==> config.mk <==
export PLATFORM = sky130hd
export DESIGN_NAME = pin_override_ctrl
export DESIGN_NICKNAME = d
export VERILOG_FILES = /design/src/rtl/pin_ovr_pkg.sv /design/src/rtl/pin_override_ctrl.sv
export VERILOG_INCLUDE_DIRS = /design/src /design/src/rtl
export SDC_FILE = /design/constraint.sdc
export NUM_CORES = 1
export LEC_CHECK = 0
export ABC_AREA = 1
export CORE_AREA = 2 2 177 179
export CTS_BUF_LIST = sky130_fd_sc_hd__clkbuf_2 sky130_fd_sc_hd__clkbuf_4 sky130_fd_sc_hd__clkbuf_8
export DETAILED_ROUTE_END_ITERATION = 10
export DIE_AREA = 0 0 179 181
export DONT_BUFFER_PORTS = 1
export PLACE_DENSITY = 0.51
export SLEW_MARGIN = 30
export SYNTH_ARGS = -nofsm -noshare
export SYNTH_HDL_FRONTEND = slang
export SYNTH_SLANG_ARGS = --single-unit
==> constraint.sdc <==
create_clock -name sys_clk -period 4.3 [get_ports sys_clk]
set_input_delay 1.29 -clock sys_clk [delete_from_list [all_inputs] [get_ports sys_clk]]
set_output_delay 1.29 -clock sys_clk [all_outputs]
set_load 0.01 [all_outputs]
==> src/rtl/pin_ovr_regs.svh <==
// Purpose: Offsets, field positions, reset values and fixed pin positions for the pin override block
// Assumes: 32-bit register words on byte addresses, 8-bit address space
// Notes:   Pin vector index is port*8 + bit, ports A..D as 0..3
`ifndef PIN_OVR_REGS_SVH
`define PIN_OVR_REGS_SVH

`define AXIL_AW          8
`define OFF_DIR          8'h00
`define OFF_AFEN         8'h04
`define OFF_ALT_SELECT_FIRST         8'h08
`define OFF_ALT_SELECT_SECOND         8'h0C
`define OFF_LED_SINK_ENABLE        8'h10
`define OFF_LEDHI        8'h14
`define OFF_LEDLO        8'h18
`define OFF_CTRL         8'h1C
`define OFF_STATUS       8'h20
`define OFF_IMPL         8'h24

`define RST_DIR          32'hFFFFFFFF
`define CTRL_RELEASE_BIT 0
`define STAT_DEBUG_BIT   0
`define STAT_XTAL_BIT    1
`define STAT_RELEASE_BIT 2

`define RESP_OKAY        2'h0
`define RESP_SLVERR      2'h2

`define PIN_A0           0
`define PIN_A1           1
`define PIN_A2           2
`define PIN_A6           6
`define PIN_C_BASE       16
`define PIN_D0           24

`endif

==> src/rtl/pin_ovr_pkg.sv <==
// Purpose: Types shared by the pin override block and its bench
// Assumes: Constants come from pin_ovr_regs.svh
// Notes:   Pin owner codes are one-hot
`include "pin_ovr_regs.svh"

package pin_ovr_pkg;

  typedef enum logic [1:0] {
    PKG_SMALL = 2'h0,
    PKG_MID   = 2'h1,
    PKG_LARGE = 2'h2
  } package_e;

  typedef enum logic [5:0] {
    OWN_NONE  = 6'h01,
    OWN_DEBUG = 6'h02,
    OWN_XTAL  = 6'h04,
    OWN_RESET = 6'h08,
    OWN_ALT   = 6'h10,
    OWN_GPIO  = 6'h20
  } owner_e;

  typedef struct packed {
    logic                   awvalid;
    logic [`AXIL_AW-1:0]    awaddr;
    logic                   wvalid;
    logic [31:0]            wdata;
    logic [3:0]             wstrb;
    logic                   bready;
    logic                   arvalid;
    logic [`AXIL_AW-1:0]    araddr;
    logic                   rready;
  } axil_req_s;

  typedef struct packed {
    logic                   awready;
    logic                   wready;
    logic                   bvalid;
    logic [1:0]             bresp;
    logic                   arready;
    logic                   rvalid;
    logic [31:0]            rdata;
    logic [1:0]             rresp;
  } axil_rsp_s;

  typedef struct packed {
    logic [31:0]            dir;
    logic [31:0]            af_en;
    logic [31:0]            alt_select_first;
    logic [31:0]            alt_select_second;
    logic [7:0]             led_en;
    logic [7:0]             led_hi;
    logic [7:0]             led_lo;
    logic                   release_pin;
    logic                   debug_on;
    logic                   reset_seq_d;
    logic [31:0]            sync1;
    logic [31:0]            sync2;
    logic [31:0]            pin_out;
    logic [31:0]            pin_oe;
    logic                   bvalid;
    logic [1:0]             bresp;
    logic                   rvalid;
    logic [31:0]            rdata;
    logic [1:0]             rresp;
  } pin_state_s;

endpackage

==> src/rtl/pin_override_ctrl.sv <==
// Purpose: Per-pin owner selection (GPIO, alternate function, crystal, reset, debug) and LED sink control
// Assumes: Data registers, peripherals, oscillator and debugger sit outside and run on sys_clk
// Notes:   Pin outputs are registered, one cycle behind their causes
// Notes on behaviour
// - Alternate enable picks GPIO or alternate use
// - Alternate mode takes direction from the peripheral
// - Set registers choose among several alternate functions; here only the first set register acts, picking func0 or func1
// - Crystal enable takes over port A pins 0,1; in the small package pin 0 stays with debug while debug is on
// - Timer mode picks input or complement output
// - Two level registers give four sink levels
// - LED sink only where enable bit set
// - Shared port D pin starts as reset pin
// - Port D pin in GPIO: open-drain output only
// - No pull-up, high drive, recovery on pin
// - Small package: reset on port A pin 2
// - System reset returns pin to reset role
// - Small package debug pin starts as input
// - Debug pin watched during each reset sequence
// - Unlock enables debug, removes pin from GPIO
// - No unlock keeps debug off until next reset
// - Small package: port A bits 5..0 only
// - Mid package: A 7..0, B/C 3..0, D0
// - Large package: A,C 7..0, B by converter, D0
// - Port A has no set registers
// - Port B selection uses first set register only
//
// Added by the designer: the register offsets and the AXI4-Lite slave port.
`include "pin_ovr_regs.svh"

module pin_override_ctrl #(
  parameter pin_ovr_pkg::package_e PKG     = pin_ovr_pkg::PKG_LARGE,
  parameter bit                    HAS_ADC = 1'b1
) (
  // Clock and reset
  input  wire logic                  sys_clk,
  input  wire logic                  rstn,
  // Register bus
  input  wire pin_ovr_pkg::axil_req_s axil_req,
  output var  pin_ovr_pkg::axil_rsp_s axil_rsp,
  // Port data registers
  input  wire logic [31:0]           gpio_out,
  // Peripheral functions
  input  wire logic [31:0]           func0_out,
  input  wire logic [31:0]           func0_oe,
  input  wire logic [31:0]           func1_out,
  input  wire logic [31:0]           func1_oe,
  input  wire logic [1:0]            timer_out_mode,
  input  wire logic [1:0]            timer_comp_out,
  // Oscillator, reset and debug
  input  wire logic                  xtal_enable,
  input  wire logic                  reset_seq,
  input  wire logic                  chip_reset_drive,
  input  wire logic                  unlock_seen,
  input  wire logic                  dbg_out,
  input  wire logic                  dbg_oe,
  output var  logic                  debug_enable,
  output var  logic                  ext_reset_req,
  // Pads
  input  wire logic [31:0]           pin_in,
  output var  logic [31:0]           pin_out,
  output var  logic [31:0]           pin_oe,
  output var  logic [31:0]           pin_in_sync,
  output var  logic [31:0]           pad_feature_allow,
  // LED drive on port C
  output var  logic [7:0]            led_sink_en,
  output var  logic [15:0]           led_level
);

  localparam bit IS_SMALL = (PKG == pin_ovr_pkg::PKG_SMALL);
  localparam logic [7:0] IMPL_A = IS_SMALL ? 8'h3F : 8'hFF;
  localparam logic [7:0] IMPL_B = IS_SMALL ? 8'h00 : (PKG == pin_ovr_pkg::PKG_MID) ? 8'h0F :
                                  HAS_ADC ? 8'h3F : 8'hFF;
  localparam logic [7:0] IMPL_C = IS_SMALL ? 8'h00 : (PKG == pin_ovr_pkg::PKG_MID) ? 8'h0F : 8'hFF;
  localparam logic [7:0] IMPL_D = IS_SMALL ? 8'h00 : 8'h01;
  localparam logic [31:0] IMPL  = {IMPL_D, IMPL_C, IMPL_B, IMPL_A};
  localparam logic [31:0] SET_MASK = {8'h00, IMPL_C, IMPL_B, 8'h00};
  localparam int RST_PIN = IS_SMALL ? `PIN_A2 : `PIN_D0;

  pin_ovr_pkg::pin_state_s s;
  pin_ovr_pkg::pin_state_s s_next;
  logic [31:0]             mux_out;
  logic [31:0]             mux_oe;
  logic                    wr_take;
  logic                    rd_take;

  function automatic logic [31:0] merge(input logic [31:0] old, input logic [31:0] d, input logic [3:0] st);
    logic [31:0] r;
    r = old;
    for (int b = 0; b < 4; b++) begin
      if (st[b]) begin
        r[8*b+:8] = d[8*b+:8];
      end
    end
    return r;
  endfunction

  // Per-pin owner and drive
  for (genvar i = 0; i < 32; i++) begin : g_pin
    localparam bit TWO_FUNC = (i >= 8) && (i < 24);
    localparam bit TIMER    = (i == `PIN_A0) || (i == `PIN_A6);
    localparam int TIDX     = (i == `PIN_A6) ? 1 : 0;
    pin_ovr_pkg::owner_e owner;
    logic                alt_o;
    logic                alt_e;

    always_comb begin
      alt_o = (TWO_FUNC && s.alt_select_first[i]) ? func1_out[i] : func0_out[i];
      alt_e = (TWO_FUNC && s.alt_select_first[i]) ? func1_oe[i] : func0_oe[i];
      if (TIMER) begin
        alt_e = timer_out_mode[TIDX];
        alt_o = timer_comp_out[TIDX];
      end
      if (!IMPL[i]) begin
        owner = pin_ovr_pkg::OWN_NONE;
      end else if (IS_SMALL && i == `PIN_A0 && s.debug_on) begin
        owner = pin_ovr_pkg::OWN_DEBUG;
      end else if ((i == `PIN_A0 || i == `PIN_A1) && xtal_enable) begin
        owner = pin_ovr_pkg::OWN_XTAL;
      end else if (i == RST_PIN && !s.release_pin) begin
        owner = pin_ovr_pkg::OWN_RESET;
      end else if (s.af_en[i]) begin
        owner = pin_ovr_pkg::OWN_ALT;
      end else begin
        owner = pin_ovr_pkg::OWN_GPIO;
      end
      case (owner)
        pin_ovr_pkg::OWN_DEBUG: begin
          mux_out[i] = dbg_out;
          mux_oe[i]  = dbg_oe;
        end
        pin_ovr_pkg::OWN_RESET: begin
          mux_out[i] = 1'b0;
          mux_oe[i]  = chip_reset_drive;
        end
        pin_ovr_pkg::OWN_ALT: begin
          mux_out[i] = alt_o;
          mux_oe[i]  = alt_e;
        end
        pin_ovr_pkg::OWN_GPIO: begin
          if (!IS_SMALL && i == `PIN_D0) begin
            mux_out[i] = 1'b0;
            mux_oe[i]  = !s.dir[i] && !gpio_out[i];
          end else begin
            mux_out[i] = gpio_out[i];
            mux_oe[i]  = !s.dir[i];
          end
        end
        default: begin
          mux_out[i] = 1'b0;
          mux_oe[i]  = 1'b0;
        end
      endcase
    end

    if (i >= `PIN_C_BASE && i < `PIN_C_BASE + 8) begin : g_led
      assign led_sink_en[i-`PIN_C_BASE] = s.led_en[i-`PIN_C_BASE] && IMPL[i];
      assign led_level[2*(i-`PIN_C_BASE)+:2] = {s.led_hi[i-`PIN_C_BASE], s.led_lo[i-`PIN_C_BASE]};
    end
  end

  assign wr_take = axil_req.awvalid && axil_req.wvalid && !s.bvalid;
  assign rd_take = axil_req.arvalid && !s.rvalid;

  always_comb begin
    s_next             = s;
    s_next.sync1       = pin_in;
    s_next.sync2       = s.sync1;
    s_next.reset_seq_d = reset_seq;
    s_next.pin_out     = mux_out;
    s_next.pin_oe      = mux_oe;

    // Register writes
    if (s.bvalid && axil_req.bready) begin
      s_next.bvalid = 1'b0;
    end
    if (wr_take) begin
      s_next.bvalid = 1'b1;
      s_next.bresp  = `RESP_OKAY;
      if (axil_req.awaddr == `OFF_DIR) begin
        s_next.dir = merge(s.dir, axil_req.wdata, axil_req.wstrb) | ~IMPL;
      end else if (axil_req.awaddr == `OFF_AFEN) begin
        s_next.af_en = merge(s.af_en, axil_req.wdata, axil_req.wstrb) & IMPL;
      end else if (axil_req.awaddr == `OFF_ALT_SELECT_FIRST) begin
        s_next.alt_select_first = merge(s.alt_select_first, axil_req.wdata, axil_req.wstrb) & SET_MASK;
      end else if (axil_req.awaddr == `OFF_ALT_SELECT_SECOND) begin
        s_next.alt_select_second = merge(s.alt_select_second, axil_req.wdata, axil_req.wstrb) & SET_MASK;
      end else if (axil_req.awaddr == `OFF_LED_SINK_ENABLE) begin
        if (axil_req.wstrb[0]) s_next.led_en = axil_req.wdata[7:0] & IMPL_C;
      end else if (axil_req.awaddr == `OFF_LEDHI) begin
        if (axil_req.wstrb[0]) s_next.led_hi = axil_req.wdata[7:0] & IMPL_C;
      end else if (axil_req.awaddr == `OFF_LEDLO) begin
        if (axil_req.wstrb[0]) s_next.led_lo = axil_req.wdata[7:0] & IMPL_C;
      end else if (axil_req.awaddr == `OFF_CTRL) begin
        if (axil_req.wstrb[0]) s_next.release_pin = axil_req.wdata[`CTRL_RELEASE_BIT];
      end else begin
        s_next.bresp = `RESP_SLVERR;
      end
    end

    // Register reads
    if (s.rvalid && axil_req.rready) begin
      s_next.rvalid = 1'b0;
    end
    if (rd_take) begin
      s_next.rvalid = 1'b1;
      s_next.rresp  = `RESP_OKAY;
      s_next.rdata  = 32'h00000000;
      if (axil_req.araddr == `OFF_DIR) begin
        s_next.rdata = s.dir & IMPL;
      end else if (axil_req.araddr == `OFF_AFEN) begin
        s_next.rdata = s.af_en;
      end else if (axil_req.araddr == `OFF_ALT_SELECT_FIRST) begin
        s_next.rdata = s.alt_select_first;
      end else if (axil_req.araddr == `OFF_ALT_SELECT_SECOND) begin
        s_next.rdata = s.alt_select_second;
      end else if (axil_req.araddr == `OFF_LED_SINK_ENABLE) begin
        s_next.rdata[7:0] = s.led_en;
      end else if (axil_req.araddr == `OFF_LEDHI) begin
        s_next.rdata[7:0] = s.led_hi;
      end else if (axil_req.araddr == `OFF_LEDLO) begin
        s_next.rdata[7:0] = s.led_lo;
      end else if (axil_req.araddr == `OFF_CTRL) begin
        s_next.rdata[`CTRL_RELEASE_BIT] = s.release_pin;
      end else if (axil_req.araddr == `OFF_STATUS) begin
        s_next.rdata[`STAT_DEBUG_BIT]   = s.debug_on;
        s_next.rdata[`STAT_XTAL_BIT]    = xtal_enable;
        s_next.rdata[`STAT_RELEASE_BIT] = s.release_pin;
      end else if (axil_req.araddr == `OFF_IMPL) begin
        s_next.rdata = IMPL;
      end else begin
        s_next.rresp = `RESP_SLVERR;
      end
    end

    // A system reset beats a same-cycle release write
    if (reset_seq) begin
      s_next.release_pin = 1'b0;
    end

    // Debug unlock: cleared at reset entry, set if the sequence shows up inside the window
    if (IS_SMALL) begin
      if (reset_seq && !s.reset_seq_d) begin
        s_next.debug_on = 1'b0;
      end
      if (reset_seq && unlock_seen) begin
        s_next.debug_on = 1'b1;
      end
    end else begin
      s_next.debug_on = 1'b0;
    end
  end

  always_ff @(posedge sys_clk) begin
    if (!rstn) begin
      s       <= '0;
      s.dir   <= `RST_DIR;
      // Synchronisers start at the pull-up level so no false reset request follows rstn
      s.sync1 <= 32'hFFFFFFFF;
      s.sync2 <= 32'hFFFFFFFF;
    end else begin
      s <= s_next;
    end
  end

  assign axil_rsp.awready = wr_take;
  assign axil_rsp.wready  = wr_take;
  assign axil_rsp.bvalid  = s.bvalid;
  assign axil_rsp.bresp   = s.bresp;
  assign axil_rsp.arready = !s.rvalid;
  assign axil_rsp.rvalid  = s.rvalid;
  assign axil_rsp.rdata   = s.rdata;
  assign axil_rsp.rresp   = s.rresp;

  assign pin_out       = s.pin_out;
  assign pin_oe        = s.pin_oe;
  assign debug_enable  = s.debug_on;
  assign ext_reset_req = !s.release_pin && !s.sync2[RST_PIN];

  // Pad input is blocked where the pin cannot act as an input
  always_comb begin
    pin_in_sync = s.sync2 & IMPL;
    if (!IS_SMALL && s.release_pin) begin
      pin_in_sync[`PIN_D0] = 1'b0;
    end
    pad_feature_allow          = IMPL;
    pad_feature_allow[`PIN_D0] = 1'b0;
  end
endmodule // pin_override_ctrl

==> flow_summary_export.csv, run 1 <==
group,metric,value,unit
die,io_pins,456,
setup_path,start_kind,"input port",
die,start_util,0.341,
detailed_routing,wl_per_cell,16.4,um
detailed_routing,dr.pass1.iters,6,
cts,clockRootBuffer,"clkbuf_8",
placement,io_buffers,0,
detailed_routing,drt_wl_total,26800,um
timing,final_hold_viol_count,0,
run_status,status,"finished clean",
cts,cts_buffer_depth,3,
grt,grt_use_total,0.159,
die,die_h,181,um
setup_path,path_buf_inv,0,
detailed_routing,vias,7666,
setup_path,critPathMaxStageDelay,0.23,ns
die,dieArea,32400,sq um
cts,htree_levels,2,
synth,synth_area,10300,sq um
synth,synth_cell_types,40,
detailed_routing,drc,0,
final_layout,drive_above_1_share,0.148,
die,die_w,179,um
final_layout,area_growth,0.411,%
cts,clk_pin_slew,0.06,ns
setup_path,slowest_stage,"nor2_8",
cts,cts_buffers,41,
cts,hold_buffers,0,
timing,whs,0.406,ns
final_layout,layout.nets,1464,
grt,grt_pass1_vias,6926,
detailed_routing,viasPerCell,4.70,
detailed_routing,drt_iter0_markers,481,
flow_run,cap_violations,0,
cts,cts_resized,0,
timing,fin_ws,1.38,ns
die,coreArea,30300,sq um
final_layout,design_area,10400,sq um
grt,grt_first_pass_wirelength,39900,um
grt,grt_max_degree,127,
timing,max_slew_margin,0.379,
timing,maxSlewViolCount,0,
synth,ys_ff_latch,218,
synth,synth_area_per_cell,7.82,sq um
pwr,power.density,425,nW/um^2
detailed_routing,ant_nets,0,
timing,finalClockSkew,0.0159,ns
timing,tns,0,ns
placement,post_dp_cell_area,9500,sq um
placement,place_congestion,0.758,
timing,min_period,2.92,ns
synth,synthCells,1323,
timing,finalCritPeriodShare,0.678,
cts,postCtsSetupBuffers,0,
worst_hold_path,hold_path_class,"reg2reg",
pwr,ir_drop,215,uV
grt,globalRouteOverflowTotal,0,
pwr,finalPower,4.41,mW
cts,cts_tree,"done",
synth,yosysSeqAreaShare,0.422,
synth,yosysWarnings,0,
setup_path,crit_chain,"nand2_1 -> nor2_8",
setup_path,critPathArrivalTime,1.63,ns
placement,place_ws,1.22,ns
setup_path,cp_top_family,"simple AND/OR/NAND/NOR gates",
setup_path,path_class,"in2out",
timing,finalSetupViolCount,0,
grt,antenna_found_initial,2,
setup_path,cp_data_required_time,3.01,ns
timing,rsz0062_at_grt,"no",
placement,dp_hpwl,19200,um
timing,tightest_slew,0.926,ns
cts,clkLatencyLatePin,0.53,ns
pwr,leakage,4.53,nW
cts,clock_sinks,218,
timing,fmax,0.343,GHz
setup_path,critPathCaptureType,"primary output",
setup_path,crit_fanout,8,
die,num_rows,64,
[cell usage after synthesis (all sizes together)]
cell,count,share of area
nand2,204,0.078
nand4,15,0.0097
a21oi,119,0.058
a221oi,1,0.00085
a41oi,1,0.00085
dfxtp,218,0.42
o21ai,99,0.049
a31oi,1,0.00060
nor4,1,0.00060
nand3,71,0.035
o211ai,50,0.036
or2,53,0.032
clkinv,1,0.00036
inv,128,0.047
clkbuf,25,0.0091
nor2,100,0.050
o21a,1,0.00073
nor3,7,0.0071
a311oi,1,0.00085
conb,2,0.00073
buf,216,0.15
a211oi,9,0.0075
[cells by family after synthesis]
group / after synthesis / share of synthesized area
AND/OR/NAND/NOR: 451 / 0.213
buffers and inverters: 370 / 0.211
AO/OA/AOI/OAI: 282 / 0.154
flip-flops: 218 / 0.422
other: 2 / 0.000726
[per-stage QoR]
step,util,cells
4_1_cts,0.342,1629
6_report,0.342,1631
2_1_floorplan,-,1392
3_3_place_gp,0.313,1556
5_1_grt,0.342,1631
3_5_place_dp,0.313,1556
[layout make-up]
class                   instances  area, sq um
fillers                      3191        20000
flip-flops and latches        218         4360
multi-input cells             804         4070
clock buffers                  62          778
well taps                     396          495
inverters                     129          489
clock inverters                11          114
repair buffers                  9         80.1
diodes                          2         5.00
[state kept, by name, indices dropped and copies added, names as in the netlist]
signal,cells
s,99
led_level,16
pin_in_sync,22
pin_out,23
pin_oe,23
axil_rsp,27
led_sink_en,8
[layout by cell type, fill, tap and decap left out, types with 3 or more instances in the layout]
cell        n
o211ai_1   50
inv_1     118
o21ai_1     4
dfxtp_1   218
nor2_4      6
nor3_1      3
buf_4       8
inv_2       7
conb_1     71
nor2_2      7
nand3_1    70
a21oi_1   119
nand2_4     3
clkbuf_8   50
nand2_2     9
nand2_1   192
nor2_1     82
nor2_8      5
nor3_4      4
a211oi_1    7
clkbuf_4   12
or2_2      52
clkinv_2    6
o21ai_0    93
nand4_1    14
[per-layer routing]
metal  share of wire  track usage
met2            0.44        0.246
met5               0            0
met1            0.43        0.206
met3           0.097       0.0467
met4           0.031       0.0621
[report_power, final]
group          leakage (nW)  internal [mW]  switching, mW
clock                 0.471           1.28          0.883
combinational          2.28         0.0493          0.117
sequential             1.78           2.06         0.0272
total                  4.53           3.39           1.03
[worst reg2reg max path, delay by kind of cell (launching register included)]
kind	cells	cell delay [ns]
buffers and inverters	3	0.42
flip-flops	1	0.40
AO/OA/AOI/OAI	2	0.26
AND/OR/NAND/NOR	3	0.62
[final timing paths]
kind	depth (start not counted)	slack (ns)	start	endpoint
setup reg to reg	8	2.50	axil_rsp[38]	s[234]
setup / recovery	2	1.38	axil_req[56]	axil_rsp[40]
hold / removal	1	0.41	s[155]	pin_in_sync[21]
hold reg to reg	1	0.41	s[155]	pin_in_sync[21]
(Power assumes the default switching activity.)
==> run 2: changes to the inputs <==
==> constraint.sdc (replaced) <==
create_clock -name sys_clk -period 3 [get_ports sys_clk]
set_input_delay 0.9 -clock sys_clk [delete_from_list [all_inputs] [get_ports sys_clk]]
set_output_delay 0.9 -clock sys_clk [all_outputs]
set_load 0.01 [all_outputs]
==> flow_summary_export.csv, run 2 (same netlist as run 1, synthesis figures left out) <==
group,metric,value,unit
run_status,status,"finished clean",
cts,clockRootBuffer,"clkbuf_8",
final_layout,final_common_cell,"dfxtp_1",
die,start_util,0.341,
timing,min_period,2.14,ns
flow_run,cap_violations,0,
timing,finalCritPeriodShare,0.712,
cts,cts_buffer_depth,3,
setup_path,r2r_cells,8,
cts,clock_sinks,218,
pwr,leakage,4.51,nW
timing,tns,0,ns
cts,hold_buffers,0,
setup_path,path_buf_inv,0,
grt,grt_first_pass_wirelength,40800,um
pwr,pwr-share-seq,0.487,
pwr,p_comb_frac,0.039,
placement,dp_hpwl,19500,um
detailed_routing,dr.pass1.iters,5,
detailed_routing,drc,0,
detailed_routing,drt_wl_total,27100,um
worst_hold_path,hold_path_depth,1,
setup_path,r2r-start,"axil_rsp[38]",
detailed_routing,wl_per_cell,16.7,um
placement,io_buffers,0,
final_layout,multiInputGateArea,4070,sq um
timing,max_slew_margin,0.551,
cts,cts_tree,"done",
final_layout,drive_above_1_share,0.144,
detailed_routing,vias,7545,
final_layout,most-common-layout-cells,"dfxtp_1 (218), nand2_1 (192), inv_1 (119), a21oi_1 (119), o21ai_0 (93)",
timing,maxSlewViolCount,0,
pwr,p_sw,1.44,mW
detailed_routing,drt_iter0_markers,401,
placement,place_congestion,0.760,
final_layout,design_area,10300,sq um
final_layout,layout.nets,1462,
timing,final_hold_viol_count,0,
die,io_pins,456,
timing,tightest_slew,0.672,ns
die,dieArea,32400,sq um
worst_hold_path,hold_path_class,"reg2reg",
cts,clkLatencyLatePin,0.53,ns
setup_path,start_kind,"input port",
pwr,switching_share,0.234,
grt,grt_use_total,0.162,
placement,post_dp_cell_area,9520,sq um
die,die_h,181,um
pwr,pwr-share-clk,0.474,
setup_path,crit_chain,"nand2_1 -> nor2_8",
setup_path,cp_data_required_time,2.10,ns
pwr,ir_drop,233,uV
grt,grt_pass1_vias,7040,
final_layout,regArea,4360,sq um
cts,clk_pin_slew,0.06,ns
final_layout,area_growth,-0.0602,%
timing,rsz0062_at_grt,"no",
final_layout,largest_register,"s",
timing,fmax,0.468,GHz
die,die_w,179,um
cts,htree_levels,2,
final_layout,fillers,3165,
setup_path,crit_fanout,8,
timing,finalClockSkew,0.0161,ns
worst_hold_path,hold_path_end,"pin_in_sync[3]",
timing,finalSetupViolCount,0,
setup_path,rr_endpoint,"s[236]",
cts,cts_resized,0,
grt,globalRouteOverflowTotal,0,
pwr,power.density,593,nW/um^2
die,num_rows,64,
die,coreArea,30300,sq um
setup_path,path_class,"in2out",
setup_path,reg2reg_slack,1.15,ns
worst_hold_path,holdCritStartpoint,"s[137]",
detailed_routing,ant_nets,0,
final_layout,largest_reg_flops,99,
detailed_routing,viasPerCell,4.65,
setup_path,slowest_stage,"nor2_8",
grt,grt_max_degree,127,
cts,postCtsSetupBuffers,0,
pwr,p_int,4.70,mW
setup_path,critPathMaxStageDelay,0.23,ns
grt,antenna_found_initial,0,
setup_path,critPathArrivalTime,1.24,ns
setup_path,critPathCaptureType,"primary output",
final_layout,diodes,0,
cts,cts_buffers,39,
setup_path,cp_top_family,"simple AND/OR/NAND/NOR gates",
## run 2: cell types whose count changed in the layout (fill, tap and decap cells not counted), sizes merged
| cell | before | now |
|---|---|---|
| diode | 2 | 0 |
| clkinvlp | 2 | 1 |
| clkbuf | 62 | 60 |
| bufinv | 2 | 1 |
| inv | 128 | 129 |
| clkinv | 8 | 4 |
## run 2: area by class of cell
class                      count  area share
inverter                     129      0.0473
clock buffer                  60      0.0726
tap                          396      0.0479
timing repair buffer           9      0.0102
sequential                   218       0.422
clock inverter                 6     0.00702
multi-input combinational    804       0.393
## run 2: power groups by stage
stage / Combinational (mW) / Sequential, mW / Clock [mW]
after CTS: 0.241 / 2.99 / 3.03
final: 0.240 / 2.99 / 2.91
after global routing: 0.274 / 2.99 / 3.17
after global placement: 0.237 / 3.05 / 0
after detailed placement: 0.240 / 3.05 / 0
after floorplan: 0.353 / 3.02 / 0
## run 2: how the worst max path moves through the flow
stage                 start            to  cells after the start
6_report       axil_req[56]  axil_rsp[39]                      2
3_3_place_gp   axil_req[56]        s[235]                      9
2_1_floorplan  axil_req[56]  axil_rsp[39]                      3
5_1_grt        axil_req[56]  axil_rsp[39]                      2
4_1_cts        axil_req[56]  axil_rsp[39]                      2
3_5_place_dp   axil_req[56]        s[235]                      9
## run 2: layer usage
metal,vias to the layer above,routed length [um],GRT usage
met5,-,0,0
met4,0,704,0.0553
met3,47,2260,0.0469
met2,298,12000,0.250
met1,3396,12100,0.216
li1,3804,-,-
## run 2: metrics by stage
stage          hold WS [ns]   util  power (mW)  worst slack [ns]  cells
6_report              0.408  0.341        6.14             0.864   1622
3_5_place_dp          0.397  0.314        3.29             0.601   1556
4_1_cts               0.405  0.341        6.26             0.862   1622
2_1_floorplan         0.393      -        3.37             0.783   1392
5_1_grt               0.417  0.341        6.43             0.837   1622
3_3_place_gp          0.393  0.314        3.29             0.566   1556
